===== src/hdl/rdcl_pkg.sv =====
// constants, types and character helpers for the relay driver command latch
// assumes a single mclk domain and byte-wide ascii command characters
package rdcl_pkg;

   // =====================================================================
   // sizes
   localparam int LINES    = 80;
   localparam int DIGITS   = 20;
   localparam int CHAN_MAX = 79;

   // =====================================================================
   // command characters
   localparam logic [7:0] CH_INTR  = 8'h49;
   localparam logic [7:0] CH_LOAD  = 8'h4c;
   localparam logic [7:0] CH_OPEN  = 8'h4f;
   localparam logic [7:0] CH_ERR   = 8'h45;
   localparam logic [7:0] CH_TRIG  = 8'h54;
   localparam logic [7:0] CH_BOTH  = 8'h2a;
   localparam logic [7:0] CH_DIS   = 8'h44;
   localparam logic [7:0] CH_SPACE = 8'h20;
   localparam logic [7:0] CH_LF    = 8'h0a;
   localparam logic [7:0] CH_CR    = 8'h0d;

   // =====================================================================
   // interrupt selection, bit 0 = on error, bit 1 = on trigger
   typedef logic [1:0] rdcl_isel_t;
   localparam rdcl_isel_t ISEL_OFF  = 2'h0;
   localparam rdcl_isel_t ISEL_ERR  = 2'h1;
   localparam rdcl_isel_t ISEL_TRIG = 2'h2;
   localparam rdcl_isel_t ISEL_BOTH = 2'h3;
   localparam int ISEL_ON_ERR  = 0;
   localparam int ISEL_ON_TRIG = 1;

   // =====================================================================
   // error codes
   typedef logic [3:0] rdcl_err_t;
   localparam rdcl_err_t ERR_NONE    = 4'h0;
   localparam rdcl_err_t ERR_INTCMD  = 4'h1;
   localparam rdcl_err_t ERR_HEX     = 4'h2;
   localparam rdcl_err_t ERR_COUNT   = 4'h3;
   localparam rdcl_err_t ERR_CHAN    = 4'h4;
   localparam rdcl_err_t ERR_UNKNOWN = 4'h5;

   // =====================================================================
   // parser states
   typedef enum logic [5:0] {
      PS_IDLE = 6'b000001,
      PS_ISEL = 6'b000010,
      PS_IEND = 6'b000100,
      PS_LOAD = 6'b001000,
      PS_OPEN = 6'b010000,
      PS_SKIP = 6'b100000
   } rdcl_pstate_t;

   // =====================================================================
   // register map, byte addresses
   localparam logic [7:0] ADR_CMD    = 8'h00;
   localparam logic [7:0] ADR_STATUS = 8'h04;
   localparam logic [7:0] ADR_CTRL   = 8'h08;
   localparam logic [7:0] ADR_ISTAT  = 8'h0c;
   localparam logic [7:0] ADR_IMASK  = 8'h10;
   localparam logic [7:0] ADR_OUT0   = 8'h14;
   localparam logic [7:0] ADR_OUT1   = 8'h18;
   localparam logic [7:0] ADR_OUT2   = 8'h1c;

   // status fields
   localparam int ST_ERRLED = 0;
   localparam int ST_PEND   = 1;
   localparam int ST_ISEL   = 2;
   localparam int ST_TRGMON = 4;
   localparam int ST_OUTEN  = 5;
   localparam int ST_REQ    = 6;
   localparam int ST_CODE   = 8;

   // control fields
   localparam int CTRL_TRGMON = 0;
   localparam int CTRL_OUTEN  = 1;
   localparam int CTRL_ERRCLR = 2;

   // interrupt status / mask fields
   localparam int IRQ_W    = 3;
   localparam int IRQ_ERR  = 0;
   localparam int IRQ_TRIG = 1;
   localparam int IRQ_REQ  = 2;

   // reset values
   localparam logic [IRQ_W-1:0] IMASK_RST = 3'h0;

   // =====================================================================
   // character helpers
   function automatic logic isDec(input logic [7:0] c);
      return (c >= 8'h30) && (c <= 8'h39);
   endfunction

   function automatic logic isHex(input logic [7:0] c);
      return isDec(c) || ((c >= 8'h41) && (c <= 8'h46)) || ((c >= 8'h61) && (c <= 8'h66));
   endfunction

   function automatic logic [3:0] hexVal(input logic [7:0] c);
      logic [7:0] v;
      v = 8'h00;
      if (isDec(c)) begin
         v = c - 8'h30;
      end else if (c >= 8'h61) begin
         v = c - 8'h57;
      end else begin
         v = c - 8'h37;
      end
      return v[3:0];
   endfunction

   function automatic logic isTerm(input logic [7:0] c);
      return (c == CH_LF) || (c == CH_CR);
   endfunction

endpackage


===== src/hdl/rdcl_cmd_if.sv =====
// carrier between the register side and the command parser
// assumes both ends run on the same mclk
`timescale 1ns/10ps
interface rdcl_cmd_if;
   import rdcl_pkg::*;
   logic             charValid;
   logic [7:0]       charData;
   logic             evIntSel;
   rdcl_isel_t       intSel;
   logic             evLoad;
   logic [LINES-1:0] loadImg;
   logic             evOpen;
   logic [6:0]       openChan;
   logic             evErr;
   rdcl_err_t        errCode;

   modport parser (
      input  charValid,
      input  charData,
      output evIntSel,
      output intSel,
      output evLoad,
      output loadImg,
      output evOpen,
      output openChan,
      output evErr,
      output errCode
   );
   modport latch (
      output charValid,
      output charData,
      input  evIntSel,
      input  intSel,
      input  evLoad,
      input  loadImg,
      input  evOpen,
      input  openChan,
      input  evErr,
      input  errCode
   );
endinterface


===== src/hdl/rdcl_parser.sv =====
// ascii command parser: one character per cycle, results as one-cycle pulses
// assumes characters arrive from same-clock logic and are never stalled
`timescale 1ns/10ps
module rdcl_parser
   import rdcl_pkg::*;
(
   input wire logic  mclk,
   input wire logic  rst,
   rdcl_cmd_if.parser cif
);

   // =====================================================================
   // state
   rdcl_pstate_t     state_r, state_nxt;
   logic [4:0]       cnt_r, cnt_nxt;
   logic [LINES-1:0] img_r, img_nxt;
   logic [6:0]       acc_r, acc_nxt;
   logic             ovf_r, ovf_nxt;
   rdcl_isel_t       sel_r, sel_nxt;
   logic             evIntSel_r, evIntSel_nxt;
   logic             evLoad_r, evLoad_nxt;
   logic             evOpen_r, evOpen_nxt;
   logic             evErr_r, evErr_nxt;
   rdcl_err_t        code_r, code_nxt;

   // =====================================================================
   // next state
   always_comb begin
      logic [7:0]  c;
      logic [10:0] wide;
      c            = cif.charData;
      wide         = 11'h000;
      state_nxt    = state_r;
      cnt_nxt      = cnt_r;
      img_nxt      = img_r;
      acc_nxt      = acc_r;
      ovf_nxt      = ovf_r;
      sel_nxt      = sel_r;
      evIntSel_nxt = 1'b0;
      evLoad_nxt   = 1'b0;
      evOpen_nxt   = 1'b0;
      evErr_nxt    = 1'b0;
      code_nxt     = code_r;
      if (cif.charValid) begin
         case (state_r)
            PS_IDLE: begin
               if (c == CH_INTR) begin
                  state_nxt = PS_ISEL;
               end else if (c == CH_LOAD) begin
                  state_nxt = PS_LOAD;
                  cnt_nxt   = 5'h00;
                  img_nxt   = '0;
               end else if (c == CH_OPEN) begin
                  state_nxt = PS_OPEN;
                  cnt_nxt   = 5'h00;
                  acc_nxt   = 7'h00;
                  ovf_nxt   = 1'b0;
               end else if (!isTerm(c) && c != CH_SPACE) begin
                  evErr_nxt = 1'b1;
                  code_nxt  = ERR_UNKNOWN;
                  state_nxt = PS_SKIP;
               end
            end
            PS_ISEL: begin
               if (c == CH_ERR) begin
                  sel_nxt   = ISEL_ERR;
                  state_nxt = PS_IEND;
               end else if (c == CH_TRIG) begin
                  sel_nxt   = ISEL_TRIG;
                  state_nxt = PS_IEND;
               end else if (c == CH_BOTH) begin
                  sel_nxt   = ISEL_BOTH;
                  state_nxt = PS_IEND;
               end else if (c == CH_DIS) begin
                  sel_nxt   = ISEL_OFF;
                  state_nxt = PS_IEND;
               end else if (c != CH_SPACE) begin
                  evErr_nxt = 1'b1;
                  code_nxt  = ERR_INTCMD;
                  state_nxt = isTerm(c) ? PS_IDLE : PS_SKIP;
               end
            end
            PS_IEND: begin
               if (isTerm(c)) begin
                  evIntSel_nxt = 1'b1;
                  state_nxt    = PS_IDLE;
               end else if (c != CH_SPACE) begin
                  evErr_nxt = 1'b1;
                  code_nxt  = ERR_INTCMD;
                  state_nxt = PS_SKIP;
               end
            end
            PS_LOAD: begin
               if (isTerm(c)) begin
                  state_nxt = PS_IDLE;
                  if (cnt_r == 5'h00) begin
                     evErr_nxt = 1'b1;
                     code_nxt  = ERR_HEX;
                  end else if (cnt_r != 5'(DIGITS)) begin
                     evErr_nxt = 1'b1;
                     code_nxt  = ERR_COUNT;
                  end else begin
                     evLoad_nxt = 1'b1;
                  end
               end else if (isHex(c)) begin
                  if (cnt_r == 5'(DIGITS)) begin
                     evErr_nxt = 1'b1;
                     code_nxt  = ERR_COUNT;
                     state_nxt = PS_SKIP;
                  end else begin
                     // first digit ends up in the top nibble
                     img_nxt = {img_r[LINES-5:0], hexVal(c)};
                     cnt_nxt = cnt_r + 5'h01;
                  end
               end else if (c != CH_SPACE) begin
                  evErr_nxt = 1'b1;
                  code_nxt  = ERR_HEX;
                  state_nxt = PS_SKIP;
               end
            end
            PS_OPEN: begin
               if (isTerm(c)) begin
                  state_nxt = PS_IDLE;
                  if (cnt_r == 5'h00 || ovf_r) begin
                     evErr_nxt = 1'b1;
                     code_nxt  = ERR_CHAN;
                  end else begin
                     evOpen_nxt = 1'b1;
                  end
               end else if (isDec(c)) begin
                  // set a sticky overflow flag and hold the accumulator so long numbers cannot wrap back into range
                  wide    = 11'(acc_r) * 11'd10 + 11'(hexVal(c));
                  cnt_nxt = (cnt_r == 5'h1f) ? cnt_r : cnt_r + 5'h01;
                  if (ovf_r || wide > 11'(CHAN_MAX)) begin
                     ovf_nxt = 1'b1;
                  end else begin
                     acc_nxt = wide[6:0];
                  end
               end else if (c != CH_SPACE) begin
                  evErr_nxt = 1'b1;
                  code_nxt  = ERR_CHAN;
                  state_nxt = PS_SKIP;
               end
            end
            PS_SKIP: begin
               if (isTerm(c)) begin
                  state_nxt = PS_IDLE;
               end
            end
            default: begin
               state_nxt = PS_IDLE;
            end
         endcase
      end
   end

   // =====================================================================
   // registers
   always_ff @(posedge mclk) begin
      if (rst) begin
         state_r    <= PS_IDLE;
         cnt_r      <= 5'h00;
         img_r      <= '0;
         acc_r      <= 7'h00;
         ovf_r      <= 1'b0;
         sel_r      <= ISEL_OFF;
         evIntSel_r <= 1'b0;
         evLoad_r   <= 1'b0;
         evOpen_r   <= 1'b0;
         evErr_r    <= 1'b0;
         code_r     <= ERR_NONE;
      end else begin
         state_r    <= state_nxt;
         cnt_r      <= cnt_nxt;
         img_r      <= img_nxt;
         acc_r      <= acc_nxt;
         ovf_r      <= ovf_nxt;
         sel_r      <= sel_nxt;
         evIntSel_r <= evIntSel_nxt;
         evLoad_r   <= evLoad_nxt;
         evOpen_r   <= evOpen_nxt;
         evErr_r    <= evErr_nxt;
         code_r     <= code_nxt;
      end
   end

   assign cif.evIntSel = evIntSel_r;
   assign cif.intSel   = sel_r;
   assign cif.evLoad   = evLoad_r;
   assign cif.loadImg  = img_r;
   assign cif.evOpen   = evOpen_r;
   assign cif.openChan = acc_r;
   assign cif.evErr    = evErr_r;
   assign cif.errCode  = code_r;

endmodule


===== src/hdl/rdcl_top.sv =====
// relay driver command latch: wishbone registers, output image, trigger deferral, interrupts
// assumes a classic wishbone master on mclk and an asynchronous external trigger pin
//
// Chosen here: register access over Wishbone and the register offsets.
`timescale 1ns/10ps
module rdcl_top
   import rdcl_pkg::*;
(
   input  wire logic             mclk,
   input  wire logic             rst,
   input  wire logic             wb_cyc_i,
   input  wire logic             wb_stb_i,
   input  wire logic             wb_we_i,
   input  wire logic [7:0]       wb_adr_i,
   input  wire logic [3:0]       wb_sel_i,
   input  wire logic [31:0]      wb_dat_i,
   output logic      [31:0]      wb_dat_o,
   output logic                  wb_ack_o,
   input  wire logic             extTrig,
   output logic      [LINES-1:0] relayOut,
   output logic                  errorLed,
   output logic                  irq
);

   // =====================================================================
   // parser
   rdcl_cmd_if cif ();

   rdcl_parser u_parser (
      .mclk (mclk),
      .rst  (rst),
      .cif  (cif)
   );

   // =====================================================================
   // state
   logic             ack_r, ack_nxt;
   logic [31:0]      dat_r, dat_nxt;
   rdcl_isel_t       isel_r, isel_nxt;
   logic             trgMon_r, trgMon_nxt;
   logic             outEn_r, outEn_nxt;
   logic             errLed_r, errLed_nxt;
   rdcl_err_t        code_r, code_nxt;
   logic [IRQ_W-1:0] iStat_r, iStat_nxt;
   logic [IRQ_W-1:0] iMask_r, iMask_nxt;
   logic [LINES-1:0] image_r, image_nxt;
   logic             pendLoad_r, pendLoad_nxt;
   logic [LINES-1:0] pendImg_r, pendImg_nxt;
   logic [LINES-1:0] pendOpen_r, pendOpen_nxt;
   logic [LINES-1:0] relay_r, relay_nxt;
   logic             irq_r, irq_nxt;
   logic             sync1_r, sync2_r, sync3_r;

   logic             busTake;
   logic             busWr;
   logic             wrLow;
   logic             trigRise;

   // =====================================================================
   // bus decode
   assign busTake       = wb_cyc_i && wb_stb_i && !ack_r;
   assign busWr         = busTake && wb_we_i;
   assign wrLow         = busWr && wb_sel_i[0];
   // each character write feeds the parser; it never stalls so no handshake is needed
   assign cif.charValid = wrLow && (wb_adr_i == ADR_CMD);
   assign cif.charData  = wb_dat_i[7:0];

   // only the third stage feeds the edge detect together with the second
   assign trigRise = sync2_r && !sync3_r;

   // =====================================================================
   // next state
   always_comb begin
      logic [LINES-1:0] openBit;
      logic [IRQ_W-1:0] iSet;
      logic [IRQ_W-1:0] iClr;
      logic             pendAny;
      openBit      = '0;
      iSet         = '0;
      iClr         = '0;
      pendAny      = pendLoad_r || (pendOpen_r != '0);
      ack_nxt      = busTake;
      dat_nxt      = 32'h0000_0000;
      isel_nxt     = isel_r;
      trgMon_nxt   = trgMon_r;
      outEn_nxt    = outEn_r;
      errLed_nxt   = errLed_r;
      code_nxt     = code_r;
      image_nxt    = image_r;
      pendLoad_nxt = pendLoad_r;
      pendImg_nxt  = pendImg_r;
      pendOpen_nxt = pendOpen_r;

      // register writes
      if (wrLow && wb_adr_i == ADR_CTRL) begin
         trgMon_nxt = wb_dat_i[CTRL_TRGMON];
         outEn_nxt  = wb_dat_i[CTRL_OUTEN];
         if (wb_dat_i[CTRL_ERRCLR]) begin
            errLed_nxt = 1'b0;
            code_nxt   = ERR_NONE;
         end
      end
      if (wrLow && wb_adr_i == ADR_ISTAT) begin
         iClr = wb_dat_i[IRQ_W-1:0];
      end
      iMask_nxt = (wrLow && wb_adr_i == ADR_IMASK) ? wb_dat_i[IRQ_W-1:0] : iMask_r;

      // pending work is released by the trigger, or at once if monitoring is switched off
      if (pendAny && ((trgMon_r && trigRise) || !trgMon_r)) begin
         if (pendLoad_r) begin
            image_nxt = pendImg_r & ~pendOpen_r;
         end else begin
            image_nxt = image_r & ~pendOpen_r;
         end
         pendLoad_nxt = 1'b0;
         pendOpen_nxt = '0;
      end
      if (trgMon_r && trigRise) begin
         iSet[IRQ_TRIG] = 1'b1;
         if (isel_r[ISEL_ON_TRIG]) begin
            iSet[IRQ_REQ] = 1'b1;
         end
      end

      // commands from the parser
      if (cif.evLoad) begin
         if (trgMon_r) begin
            pendLoad_nxt = 1'b1;
            pendImg_nxt  = cif.loadImg;
            pendOpen_nxt = '0;
         end else begin
            image_nxt = cif.loadImg;
         end
      end
      if (cif.evOpen) begin
         openBit[cif.openChan] = 1'b1;
         if (trgMon_r) begin
            pendOpen_nxt = pendOpen_nxt | openBit;
         end else begin
            image_nxt = image_nxt & ~openBit;
         end
      end
      if (cif.evIntSel) begin
         isel_nxt = cif.intSel;
         if (cif.intSel[ISEL_ON_ERR] && errLed_r) begin
            iSet[IRQ_REQ] = 1'b1;
         end
      end
      if (cif.evErr) begin
         errLed_nxt     = 1'b1;
         code_nxt       = cif.errCode;
         iSet[IRQ_ERR]  = 1'b1;
         if (isel_r[ISEL_ON_ERR]) begin
            iSet[IRQ_REQ] = 1'b1;
         end
      end

      // set wins over a clear in the same cycle
      iStat_nxt = (iStat_r & ~iClr) | iSet;

      // outputs follow the held image only once software has enabled them
      relay_nxt = image_nxt & {LINES{outEn_nxt}};
      irq_nxt   = |(iStat_nxt & iMask_nxt);

      // register reads
      if (busTake && !wb_we_i) begin
         case (wb_adr_i)
            ADR_STATUS: begin
               dat_nxt[ST_ERRLED]           = errLed_r;
               dat_nxt[ST_PEND]             = pendAny;
               dat_nxt[ST_ISEL+1:ST_ISEL]   = isel_r;
               dat_nxt[ST_TRGMON]           = trgMon_r;
               dat_nxt[ST_OUTEN]            = outEn_r;
               dat_nxt[ST_REQ]              = iStat_r[IRQ_REQ];
               dat_nxt[ST_CODE+3:ST_CODE]   = code_r;
            end
            ADR_CTRL: begin
               dat_nxt[CTRL_TRGMON] = trgMon_r;
               dat_nxt[CTRL_OUTEN]  = outEn_r;
            end
            ADR_ISTAT: begin
               dat_nxt[IRQ_W-1:0] = iStat_r;
            end
            ADR_IMASK: begin
               dat_nxt[IRQ_W-1:0] = iMask_r;
            end
            ADR_OUT0: begin
               dat_nxt = image_r[31:0];
            end
            ADR_OUT1: begin
               dat_nxt = image_r[63:32];
            end
            ADR_OUT2: begin
               dat_nxt[LINES-65:0] = image_r[LINES-1:64];
            end
            default: begin
               dat_nxt = 32'h0000_0000;
            end
         endcase
      end
   end

   // =====================================================================
   // registers
   always_ff @(posedge mclk) begin
      if (rst) begin
         ack_r      <= 1'b0;
         dat_r      <= 32'h0000_0000;
         isel_r     <= ISEL_OFF;
         trgMon_r   <= 1'b0;
         outEn_r    <= 1'b0;
         errLed_r   <= 1'b0;
         code_r     <= ERR_NONE;
         iStat_r    <= '0;
         iMask_r    <= IMASK_RST;
         image_r    <= '0;
         pendLoad_r <= 1'b0;
         pendImg_r  <= '0;
         pendOpen_r <= '0;
         relay_r    <= '0;
         irq_r      <= 1'b0;
         sync1_r    <= 1'b0;
         sync2_r    <= 1'b0;
         sync3_r    <= 1'b0;
      end else begin
         ack_r      <= ack_nxt;
         dat_r      <= dat_nxt;
         isel_r     <= isel_nxt;
         trgMon_r   <= trgMon_nxt;
         outEn_r    <= outEn_nxt;
         errLed_r   <= errLed_nxt;
         code_r     <= code_nxt;
         iStat_r    <= iStat_nxt;
         iMask_r    <= iMask_nxt;
         image_r    <= image_nxt;
         pendLoad_r <= pendLoad_nxt;
         pendImg_r  <= pendImg_nxt;
         pendOpen_r <= pendOpen_nxt;
         relay_r    <= relay_nxt;
         irq_r      <= irq_nxt;
         sync1_r    <= extTrig;
         sync2_r    <= sync1_r;
         sync3_r    <= sync2_r;
      end
   end

   // =====================================================================
   // outputs
   assign wb_ack_o = ack_r;
   assign wb_dat_o = dat_r;
   assign relayOut = relay_r;
   assign errorLed = errLed_r;
   assign irq      = irq_r;

endmodule


===== config.mk =====
export PLATFORM = sky130hd
export DESIGN_NAME = rdcl_top
export DESIGN_NICKNAME = d
export VERILOG_FILES = /design/src/hdl/rdcl_pkg.sv /design/src/hdl/rdcl_cmd_if.sv /design/src/hdl/rdcl_parser.sv /design/src/hdl/rdcl_top.sv
export SDC_FILE = /design/constraint.sdc
export NUM_CORES = 1
export LEC_CHECK = 0
export BUFFER_PORTS_ARGS = -buffer_cell sky130_fd_sc_hd__buf_2
export CAP_MARGIN = 15
export CORE_UTILIZATION = 25
export DETAILED_ROUTE_END_ITERATION = 10
export MAX_ROUTING_LAYER = met4
export PLACE_DENSITY = 0.43
export SYNTH_ARGS = -nofsm -noshare
export SYNTH_HDL_FRONTEND = slang
export SYNTH_SLANG_ARGS = --single-unit

===== constraint.sdc =====
create_clock -name mclk -period 4.75 [get_ports mclk]
set_input_delay 0.7125 -clock mclk [delete_from_list [all_inputs] [get_ports mclk]]
set_output_delay 0.7125 -clock mclk [all_outputs]
set_load 0.01 [all_outputs]

# Word level (Yosys, flattened, before mapping)
# Index checks and enable logic that the tools add are counted.
# W data, S select, Z words.
# word_totals
regBits	482
inputBits	50
output_inout_bits	115
word_cells	312
# classes
n_addsub	5
n_mul	1
order_cmp	9
eq_ne	55
n_mux	141
bitwise	17
n_reduce_logical	55
# op_table
op	count
$mux W80	16
$and A80 B80 Y80	4
$not A80 Y80	2
$pmux W80 S2	1
$mux W4	29
$mux W6	18
$or A80 B80 Y80	1
$reduce_bool A80 Y1	1
$eq A8 B7 Y1 const B	6
$mux W5	9
$mux W7	6
$mux W1	41
$pmux W6 S6	1
$eq A8 B4 Y1 const B	4
$eq A8 B5 Y1 const B	4
$pmux W16 S2	1
$pmux W4 S4	2
$ne A2 B2 Y1 const B	13
$pmux W4 S5	1
$logic_and A1 B1 Y1	18
$reduce_and A17 Y1	1
$ge A8 B7 Y1 const B	2
$le A8 B7 Y1 const B	2
$reduce_and A8 Y1	2
other kinds (62)	98

# Longest topological paths before layout
# Gate-level depths: netlist (run 1).
# logic_depth
ltp_word	13
ltp_mapped	12

# Modules after synthesis
# Synthesis (run 1) repeated with hierarchy kept, for this count alone.
# unflattened
cells_unflattened	2380
area_unflattened_um2	20473.4
# modules_own_cells
module	instances	cells_each	area_each_um2	seq_area_each_um2
rdcl_top	1	1717	15015.7	7467.2
rdcl_parser	1	663	5457.7	2162.1

# Worst setup path after synthesis (run 1)
# Ideal clock, no wire load.
# synth_path
kind	input port to flip-flop
start	input port wb_dat_i[0]
end	register u_parser.img_r[20] (netlist: u_parser.cif.loadImg[20])
setup_ns	0.128
arrival_time_ns	2.838
setup_slack_ns	1.785
cell_stages	11
path_cell_list	inv_1 -> ha_1 -> clkbuf_8 -> nor3b_1 -> o41ai_1 -> nand3_1 -> a21oi_1 -> clkbuf_1 -> nor2_1 -> a31oi_1 -> nor2_1
# synth_via
elab_chain_len	6
word_cells_on_any_way	21
cone_classes	order compare: 6; eq/ne: 8; reduce/logical: 7
# synth_rtl
item	line_no	source
start, declared	rdcl_top.sv:16	input wire logic [31:0] wb_dat_i,
$ge A8 B6 Y1, or another cell as far along	rdcl_pkg.sv:92	return (c >= 8'h30) && (c <= 8'h39);
$logic_and A1 B1 Y1 (on tied branches)	rdcl_pkg.sv:92, rdcl_pkg.sv:96	
$logic_or A1 B1 Y1 (2 in series)	rdcl_pkg.sv:96	return isDec(c) || ((c >= 8'h41) && (c <= 8'h46)) || ((c >= 8'h61) && (c <= 8'h66));
$ne A2 B1 Y1 (no source line)	--	
$reduce_and A7 Y1 (no source line) *	--	
end signal, assigned	rdcl_parser.sv:175	img_r <= img_nxt;
end, declared	rdcl_parser.sv:16	logic [LINES-1:0] img_r, img_nxt;
# Mark *: on every way between the ends. The rest lies on a longest branch, timed or not.
# A chain may end at the register's enable or synchronous reset.

# Worst setup path in the final report (run 1)
# layout_path
start	register pendOpen_r[50]
end	register image_r[42]
# layout_via
elab_chain_len	9
# layout_rtl
item	line_no	source
start, declared	rdcl_top.sv:49	logic [LINES-1:0] pendOpen_r, pendOpen_nxt;
start signal, assigned	rdcl_top.sv:238	pendOpen_r <= pendOpen_nxt;
$reduce_bool A80 Y1 *	rdcl_top.sv:81	pendAny = pendLoad_r || (pendOpen_r != '0);
$logic_or A1 B1 Y1 *	rdcl_top.sv:81	
$logic_and A1 B1 Y1 *	rdcl_top.sv:109	if (pendAny && ((trgMon_r && trigRise) || !trgMon_r)) begin
$mux W80 *	rdcl_top.sv:109	
$mux W80	rdcl_top.sv:127	if (trgMon_r) begin
$mux W80 *	rdcl_top.sv:126	if (cif.evLoad) begin
$and A80 B80 Y80	rdcl_top.sv:140	image_nxt = image_nxt & ~openBit;
$mux W80	rdcl_top.sv:137	if (trgMon_r) begin
$mux W80 *	rdcl_top.sv:135	if (cif.evOpen) begin
end signal, assigned	rdcl_top.sv:235	image_r <= image_nxt;
end, declared	rdcl_top.sv:46	logic [LINES-1:0] image_r, image_nxt;
# Marked as above.

==> metrics list, run 1 <==
- Of the total synthesized cell area, the portion taken by full adders, half adders and majority gates is 0.0140.
* Number of cells on the worst hold path: 2
* Combined global-route utilization of all metal layers: 0.210
- Fraction of final layout cells sized beyond drive strength 1: 0.135
- Hold buffer count at CTS: 0
* Number of synthesized flops with an enable pin: 0
- Global-route wire length before repair: 127000 microns
- Dividing the detail-routed wire length by the instance count gives 23.5 microns.
* Post-synthesis net count: 2575
- No sink is reached through more buffers than the 3 on the longest clock path.
* Min-delay worst type: in -> reg
- Post-cts resize count: 0
* Critical path's slowest cell: buf_4
- In the routed design, unresolved DRC markers number 0.
- The clock drives 480 sinks.
- Critical Path RT: 5.33 ns
- For this design the top-level I/O count stands at 165.
- Setup violations remaining at the end of the flow were counted as 0.
* Number of setup buffers added after CTS: 0
- Clock transition time at the flip-flop clock pins of the worst setup and hold paths: 0.06 ns
* Net total in the final layout: 2637
- For the final database, setup skew stands at 0.0286 ns.
* Setup repair after global routing missed its margin: false
- The Yosys step of the flow raised 0 warnings.
- X dimension of the die: 290 microns
- Count of buffers inserted at the top-level ports: 137
- Entering global routing, the biggest net connects 233 pins.
- The cell count after synthesis came out at 2503.
- Clock tree from TritonCTS: yes
- Cell at the root of the clock tree: clkbuf_16
* Number of failing hold endpoints at the final stage: 0
- DRT iter0 DRCs: 1762
- The synthesized netlist occupies a cell area of 20700 sq um.
* Final Cycle Share: 0.799
* Maximum frequency from static timing analysis: 263 MHz
- Dividing total power by cell area gives a power density of 384 nW/um^2.
* Post-route setup TNS: 0 ns
* Number of cell rows: 105
* Detailed-route vias per instance: 5.25
- Area inside the core boundary: 82000 sq um
- Post-DRT Antenna Nets: 0
- The filler cells instantiated in the layout total 8787.
- In this run, synthesis produced a sequential element count of 480.
* Most frequent cells in the layout: dfxtp_1 (479), nand2_1 (348), nor2_1 (299), a21oi_1 (256), and2_1 (148)
* Clock latency on the worst-skew pair: 0.65 ns
* Deepest level of the CTS H-tree: 2
- Die area: 83800 sq um
- The worst pin sits at a relative slew slack of 0.222.
- The tool flagged a number of max-cap violations equal to 0.
- Data arrival time of the critical path: 4.37 ns
* Share of synthesized flip-flops with an asynchronous set or reset: 0
- Synth Area in Compound Gates: 0.184
* Detailed-route wire length: 86700 microns
- The total overflow left after global routing is 0.
- The die is 290 microns tall.
- The number of antenna violations at the first check in global routing came to 1.
- The initial utilization of the core area, before any placement, comes to 0.252.
- After synthesis, the largest family of logic cells by area is simple AND/OR/NAND/NOR gates.
- The portion of synthesized area spent on multiplexers is 0.0197.
- Delay of the slowest cell on the worst path: 0.82 ns
- Area growth, synth to finish: 19.3%
- Detailed routing inserted a total of 19.4k vias.
- The via count of the first global-routing pass is 18.7k.
- For the finished layout, the period the worst path requires is 3.80 ns.
- On the final layout, the worst hold slack is 0.290 ns.
* First-pass iteration count of the detailed router: 6
* Critical Path Start Type: flip-flop
* Global placer's final weighted congestion: 0.874
* P_leak: 8.88 nW
* Ys flop type: dfxtp_1
- Result of the run: finished clean
- In this design, the critical path's most frequently occurring cell is buf_4.
- Crit path cell chain: nor4_1 -> buf_4 -> nand3_1 -> nor4_1 -> buf_4 -> a21oi_4 -> buf_4 -> nand4b_1 -> a31oi_1 -> and2_1
* Sequential area share after synthesis: 0.465
- Summed over all nets, the half-perimeter wirelength after detailed placement is 57500 microns.
* Kind of end point of the critical path: flip-flop
- The netlist uses 80 different library cells.
- Number of buffers added by the clock tree synthesis step: 59
- Max-slew violation total from the final report: 0
- Of the total synthesized cell area, the portion taken by AND, OR, NAND and NOR gates is 0.270.
- Path depth of the worst reg2reg path: 10
* Most frequent standard cell in the layout excluding fill and tap cells: dfxtp_1
- Least-Margin Pin Slew: 1.17 ns
- Type of the worst setup path: reg -> reg
- Each instance of the synthesized netlist takes up on average 8.26 sq um.
- Of the total synthesized cell area, the portion taken by XOR and XNOR cells is 0.00424.
* Worst ir drop on vdd: 0.239 mV
- Along the worst path, the maximum fanout reaches 53.
## metal layers
metal	wire (microns)	share of wire	global-route usage	vias up
met2	38800	0.45	0.320	731
li1	-	-	-	9002
met3	5340	0.062	0.0292	165
met4	3760	0.043	0.0902	0
met5	0	0	-	-
met1	38800	0.45	0.277	9457
## final timing paths
kind	startpoint	to	slack, ns
max	pendOpen_r[50]	image_r[42]	0.95
min	extTrig	sync1_r	0.29
max reg2reg	pendOpen_r[50]	image_r[42]	0.95
min reg2reg	pendImg_r[54]	pendImg_r[54]	0.45
## metrics by stage
step                       util  instance area [sq um]  setup WS (ns)  std cells  total power, mW
after floorplan               -                  20700           1.78       2503             4.41
after global routing      0.301                  24600          0.898       3685             9.77
final                     0.301                  24600          0.954       3685             9.45
after global placement    0.274                  22500          0.737       3573             4.57
after CTS                 0.301                  24600           1.03       3684             9.57
after detailed placement  0.274                  22500           1.00       3574             4.57
## final cells by class
class                   count  area, sq um  share of cell area
clock buffers              85         1730              0.0704
multi-input cells        1802        10300               0.416
flip-flops and latches    480         9610               0.390
repair buffers            193         1170              0.0477
well taps                1070         1340              0.0543
inverters                  29          110             0.00447
clock inverters            25          415              0.0169
diodes                      1         2.50            0.000102
## power breakdown
group | total (mW) | switching [mW] | leakage [nW] | internal [mW]
Combinational | 0.334 | 0.217 | 3.95 | 0.117
Sequential | 4.15 | 0.0712 | 3.87 | 4.08
Clock | 4.97 | 1.90 | 1.07 | 3.07
## cells in the mapped netlist (all sizes together), types with 14 or more instances
master	number	area, sq um
o21ai	27	139
a21oi	258	1290
a211oi	15	118
mux2	14	158
and3	38	239
nand4b	70	613
dfxtp	480	9610
a32oi	16	140
inv	29	109
a22oi	115	863
o22ai	32	200
ha	20	250
a31oi	66	413
and2	149	933
nor4	46	300
nor2	310	1170
nor3	37	196
mux2i	25	250
clkbuf	183	707
a2bb2oi	18	158
nand2	350	1310
nand3	65	325
## kinds of logic after synthesis
kind of cell               after synthesis
AOI/OAI and AO/OA                      601
xor gates and xnor gates                10
adders and majority gates               22
buffers and inverters                  221
DFF                                    480
muxes                                   39
and+or+nand+nor                       1130
## registers in the layout, summed over array words and instances, names as in the netlist, 2 cells and up
signal                 flops
image_r                   80
pendImg_r                 80
pendOpen_r                80
relayOut                  80
u_parser.cif.loadImg      80
wb_dat_o                  32
u_parser.cif.openChan      7
u_parser.state_r           6
u_parser.cnt_r             5
code_r                     3
iMask_r                    3
iStat_r                    3
u_parser.cif.errCode       3
isel_r                     2
u_parser.cif.intSel        2
## critical path: cells and delay by family, from the launching register on
| family | cells | cell delay (ns) |
|---|---|---|
| AO/OA/AOI/OAI | 2 | 1.15 |
| buffers and inverters | 3 | 1.16 |
| flip-flops | 1 | 0.55 |
| AND/OR/NAND/NOR | 5 | 0.82 |
Power figures use the tool's default switching activity.
==> inputs of run 2 (changes only) <==
- ABC_AREA: default -> 1
- clock period: 4.75 -> 3.5 ns (I/O delays scaled with it)
==> metrics list, run 2 <==
- Number of global-route vias before repair: 20.1k
* Post-placement setup slack: 0.400 ns
* Most frequent standard cell in the layout excluding fill and tap cells: nand2_1
- Worst hold endpoint: sync1_r
- Timing would allow up to 320 MHz.
* Number of filler cells placed in the layout: 9406
- In the final layout, the multi-input gates occupy 10200 sq um.
- The die covers 88200 sq um.
- The number of nets in the synthesized netlist is 3052.
- Of the total power, combinational logic draws 0.015.
* Setup Viol. Count Final: 0
- Most frequent cells in the layout: nand2_1 (506), dfxtp_1 (478), nor2_1 (418), a21oi_1 (307), nand3_1 (284)
* Min-delay worst type: in -> reg
* Cells after synthesis: 2980
- Critical Path Start Type: flip-flop
- Number of cell rows: 107
- Clock tree synthesis selected as its root buffer the cell clkbuf_16.
* Global-route wire length before repair: 132000 microns
- Hold is met by 0.120 ns.
- In the finished design, the share of the clock period the worst path needs comes to 0.893.
- In this run the vertical extent of the chip is 297 microns.
- The placed instances occupy a cell area of 23600 sq um.
- The final route contains 20.9k vias.
- Part of the power in registers: 0.464
- For this block, wires on met1 add up to 41400 microns.
- Worst ir drop on vdd: 0.381 mV
* Total power: 11.8 mW
- Entering global routing, the biggest net connects 187 pins.
- Net total in the final layout: 3108
- Kind of end point of the critical path: flip-flop
* P_int: 9.14 mW
- Initial Utilization: 0.254
- List of most frequent post-synthesis cells: nand2_1 (507), dfxtp_1 (480), nor2_1 (419), a21oi_1 (307), nand3_1 (286)
- Top Metal Used: met4
- Of the total power, the share spent switching nets is 0.224.
- The share of total power dissipated in the clock network is 0.521.
* Count of buffers inserted at the top-level ports: 137
- Worst Skew: 0.0286 ns
- In the synthesized netlist the dominant register cell turns out to be dfxtp_1.
- In this run the critical register-to-register path is launched from u_parser.cif.openChan[3].
- The floorplan step defined a core boundary enclosing 85700 sq um.
* Synthesized area: 21700 sq um
- For this run, the detailed router's first-pass iteration total came to 7.
* Sequential area share after synthesis: 0.442
* Clock Sink Count: 480
- Number of warnings issued by yosys: 0
* Number of synthesized flops with an enable pin: 0
* I/O pin count: 165
- X dimension of the die: 297 microns
* Final instance area: 25600 sq um
* Critical Path RT: 4.04 ns
- For this block, the routed nets add up to 88500 microns of wire.
- For this run, the total global-route usage over all layers was measured as 0.201.
- MaxCap Viol Count: 0
- For the worst flop-to-flop path, the logic depth is 17.
* Result of the run: finished clean
* Global placer's final weighted congestion: 0.864
- At the worst endpoint, the arrival time is 3.66 ns.
* Number of buffers added by the clock tree synthesis step: 56
- Maximum root-to-sink buffer count: 3
* DRT iter0 DRCs: 1923
* P_leak: 10.1 nW
- Dividing the detail-routed wire length by the instance count gives 20.9 microns.
* Number of failing hold endpoints at the final stage: 0
* Number of cells on the worst hold path: 3
- Setup repair after global routing left no endpoint under its margin.
- For this run, design rule violations remaining after detail routing come to 0.
- The synthesized design contains 480 register bits.
* Post-cts resize count: 0
- Least-Margin Pin Slew: 1.26 ns
- Number of antenna violations at the first check in global routing: 0
- TritonCTS built the clock tree.
* Area fraction of the dominant cell type after synthesis: 0.442
- Critical path fanouts, max: 6
* Mean cell area of the mapped netlist: 7.30 sq um
- Total grt overflow: 0
- Detailed-route vias per instance: 4.95
* Type of the worst setup path: reg -> reg
- After layout, the worst setup slack is 0.374 ns.
- The H-tree was split into 2 levels.
* Clock latency on the worst-skew pair: 0.63 ns
* Amount of wire on met2 after detailed routing: 38500 microns
* Setup slack, reg-to-reg: 0.37 ns
- R2r endpoint: u_parser.cif.openChan[5]
- Detailed routing placed a total of 5540 microns of wire on met3.
* Post-DP HPWL: 57600 microns
* Number of setup buffers added after CTS: 0
- In the synthesized netlist the async set-or-reset flop fraction comes to 0.
- The number of hold buffers added after CTS was 0.
- Synthesis instantiated 47 different standard cells from the library.
- Minimum period implied by the final worst setup slack: 3.13 ns
- Max-slew violation total from the final report: 0
* Fraction of final layout cells sized beyond drive strength 1: 0.125
* Relative slew slack: 0.159
- For this design the ratio of total power to cell area is 461 nW/um^2.
- Post-synth top area cell: dfxtp_1
* Net Switching: 2.64 mW
- Post-route setup TNS: 0 ns
* Startpoint of the tightest hold check path: extTrig
* Combined flip-flop and latch cell area: 9620 sq um
- Once detail routing completed, the nets flagged for antenna violations numbered 0.
- Cells taking the most area after synthesis: dfxtp_1 (44%), nand2_1 (8.8%), nor2_1 (7.2%), a21oi_1 (7.1%), nand3_1 (6.6%)
- Clock transition time at the flip-flop clock pins of the worst setup and hold paths: 0.06 ns
- The area growth from synthesis to layout is 17.7%.
- Antenna diode instance count: 0
- nand2_1 is the most common cell in the netlist.
==> run 2: changes by cell type in the layout (fill, tap and decap cells not counted), sizes merged, moves of 70 or more <==
cell,delta
a22oi,-106
inv,+262
nor2,+116
nand4b,-70
o21ai,+126
and2,-147
nand3,+224
nand2,+162
==> run 2: worst max-delay path: stages (launching register included) <==
cell and delay, ns:
dfxtp_1 0.48, ha_1 0.29, ha_1 0.23, fa_1 0.58
nand2_1 0.07, nor2_1 0.08, nand2_1 0.06, nand2_1 0.10
inv_1 0.06, nand2_1 0.05, nand2_1 0.06, nand2_1 0.07
inv_1 0.04, nor2_1 0.09, nand3_1 0.09, nor2_1 0.37
nand3_1 0.16, a21oi_1 0.15
==> run 2: per-layer routing <==
metal / GRT usage / up-vias
li1: - / 10098
met1: 0.276 / 10030
met2: 0.296 / 653
met3: 0.0329 / 140
met4: 0.0702 / 0
met5: - / -
==> run 2: cell type report <==
| cell class | instances | share of cell area |
|---|---|---|
| inverters | 294 | 0.0432 |
| clock inverters | 19 | 0.00939 |
| flip-flops and latches | 480 | 0.376 |
| repair buffers | 192 | 0.0492 |
| multi-input cells | 2012 | 0.400 |
| well taps | 1144 | 0.0559 |
| clock buffers | 85 | 0.0665 |
==> run 2: worst max path at each step <==
stage / from / endpoint / slack [ns] / depth (start not counted)
detailed placement: u_parser.cif.openChan[3] / u_parser.cif.openChan[5] / 0.40 / 17
CTS: u_parser.cif.openChan[3] / u_parser.cif.openChan[5] / 0.37 / 17
global route: u_parser.cif.openChan[3] / u_parser.cif.openChan[1] / 0.08 / 17
floorplan: u_parser.cif.openChan[1] / u_parser.cif.openChan[0] / 0.81 / 17
global placement: u_parser.cif.openChan[3] / u_parser.cif.openChan[5] / 0.36 / 17
finish: u_parser.cif.openChan[3] / u_parser.cif.openChan[5] / 0.37 / 17
==> run 2: cells by family (layout without fill, tap and decap cells) <==
kind of cell / count (synthesis) / in the layout / synth area share
compound gates: 665 / 665 / 0.195
xor+xnor: 3 / 3 / 0.00121
fa+ha+maj: 22 / 22 / 0.0133
buf+inv: 488 / 590 / 0.0903
flops: 480 / 480 / 0.442
simple gates: 1322 / 1322 / 0.258
==> run 2: per-stage QoR <==
| step | utilization | cells |
|---|---|---|
| 5_1_grt | 0.299 | 4226 |
| 4_1_cts | 0.299 | 4226 |
| 3_3_place_gp | 0.276 | 4122 |
| 6_report | 0.299 | 4226 |
| 3_5_place_dp | 0.276 | 4122 |
| 2_1_floorplan | - | 2980 |
==> run 2: power by group through the flow <==
| stage | clock network, mW | registers (mW) | logic, mW |
|---|---|---|---|
| after floorplan | 0 | 5.59 | 0.105 |
| after global placement | 0 | 5.59 | 0.176 |
| after detailed placement | 0 | 5.59 | 0.177 |
| after CTS | 6.32 | 5.46 | 0.177 |
| after global routing | 6.53 | 5.46 | 0.192 |
| final | 6.14 | 5.47 | 0.179 |
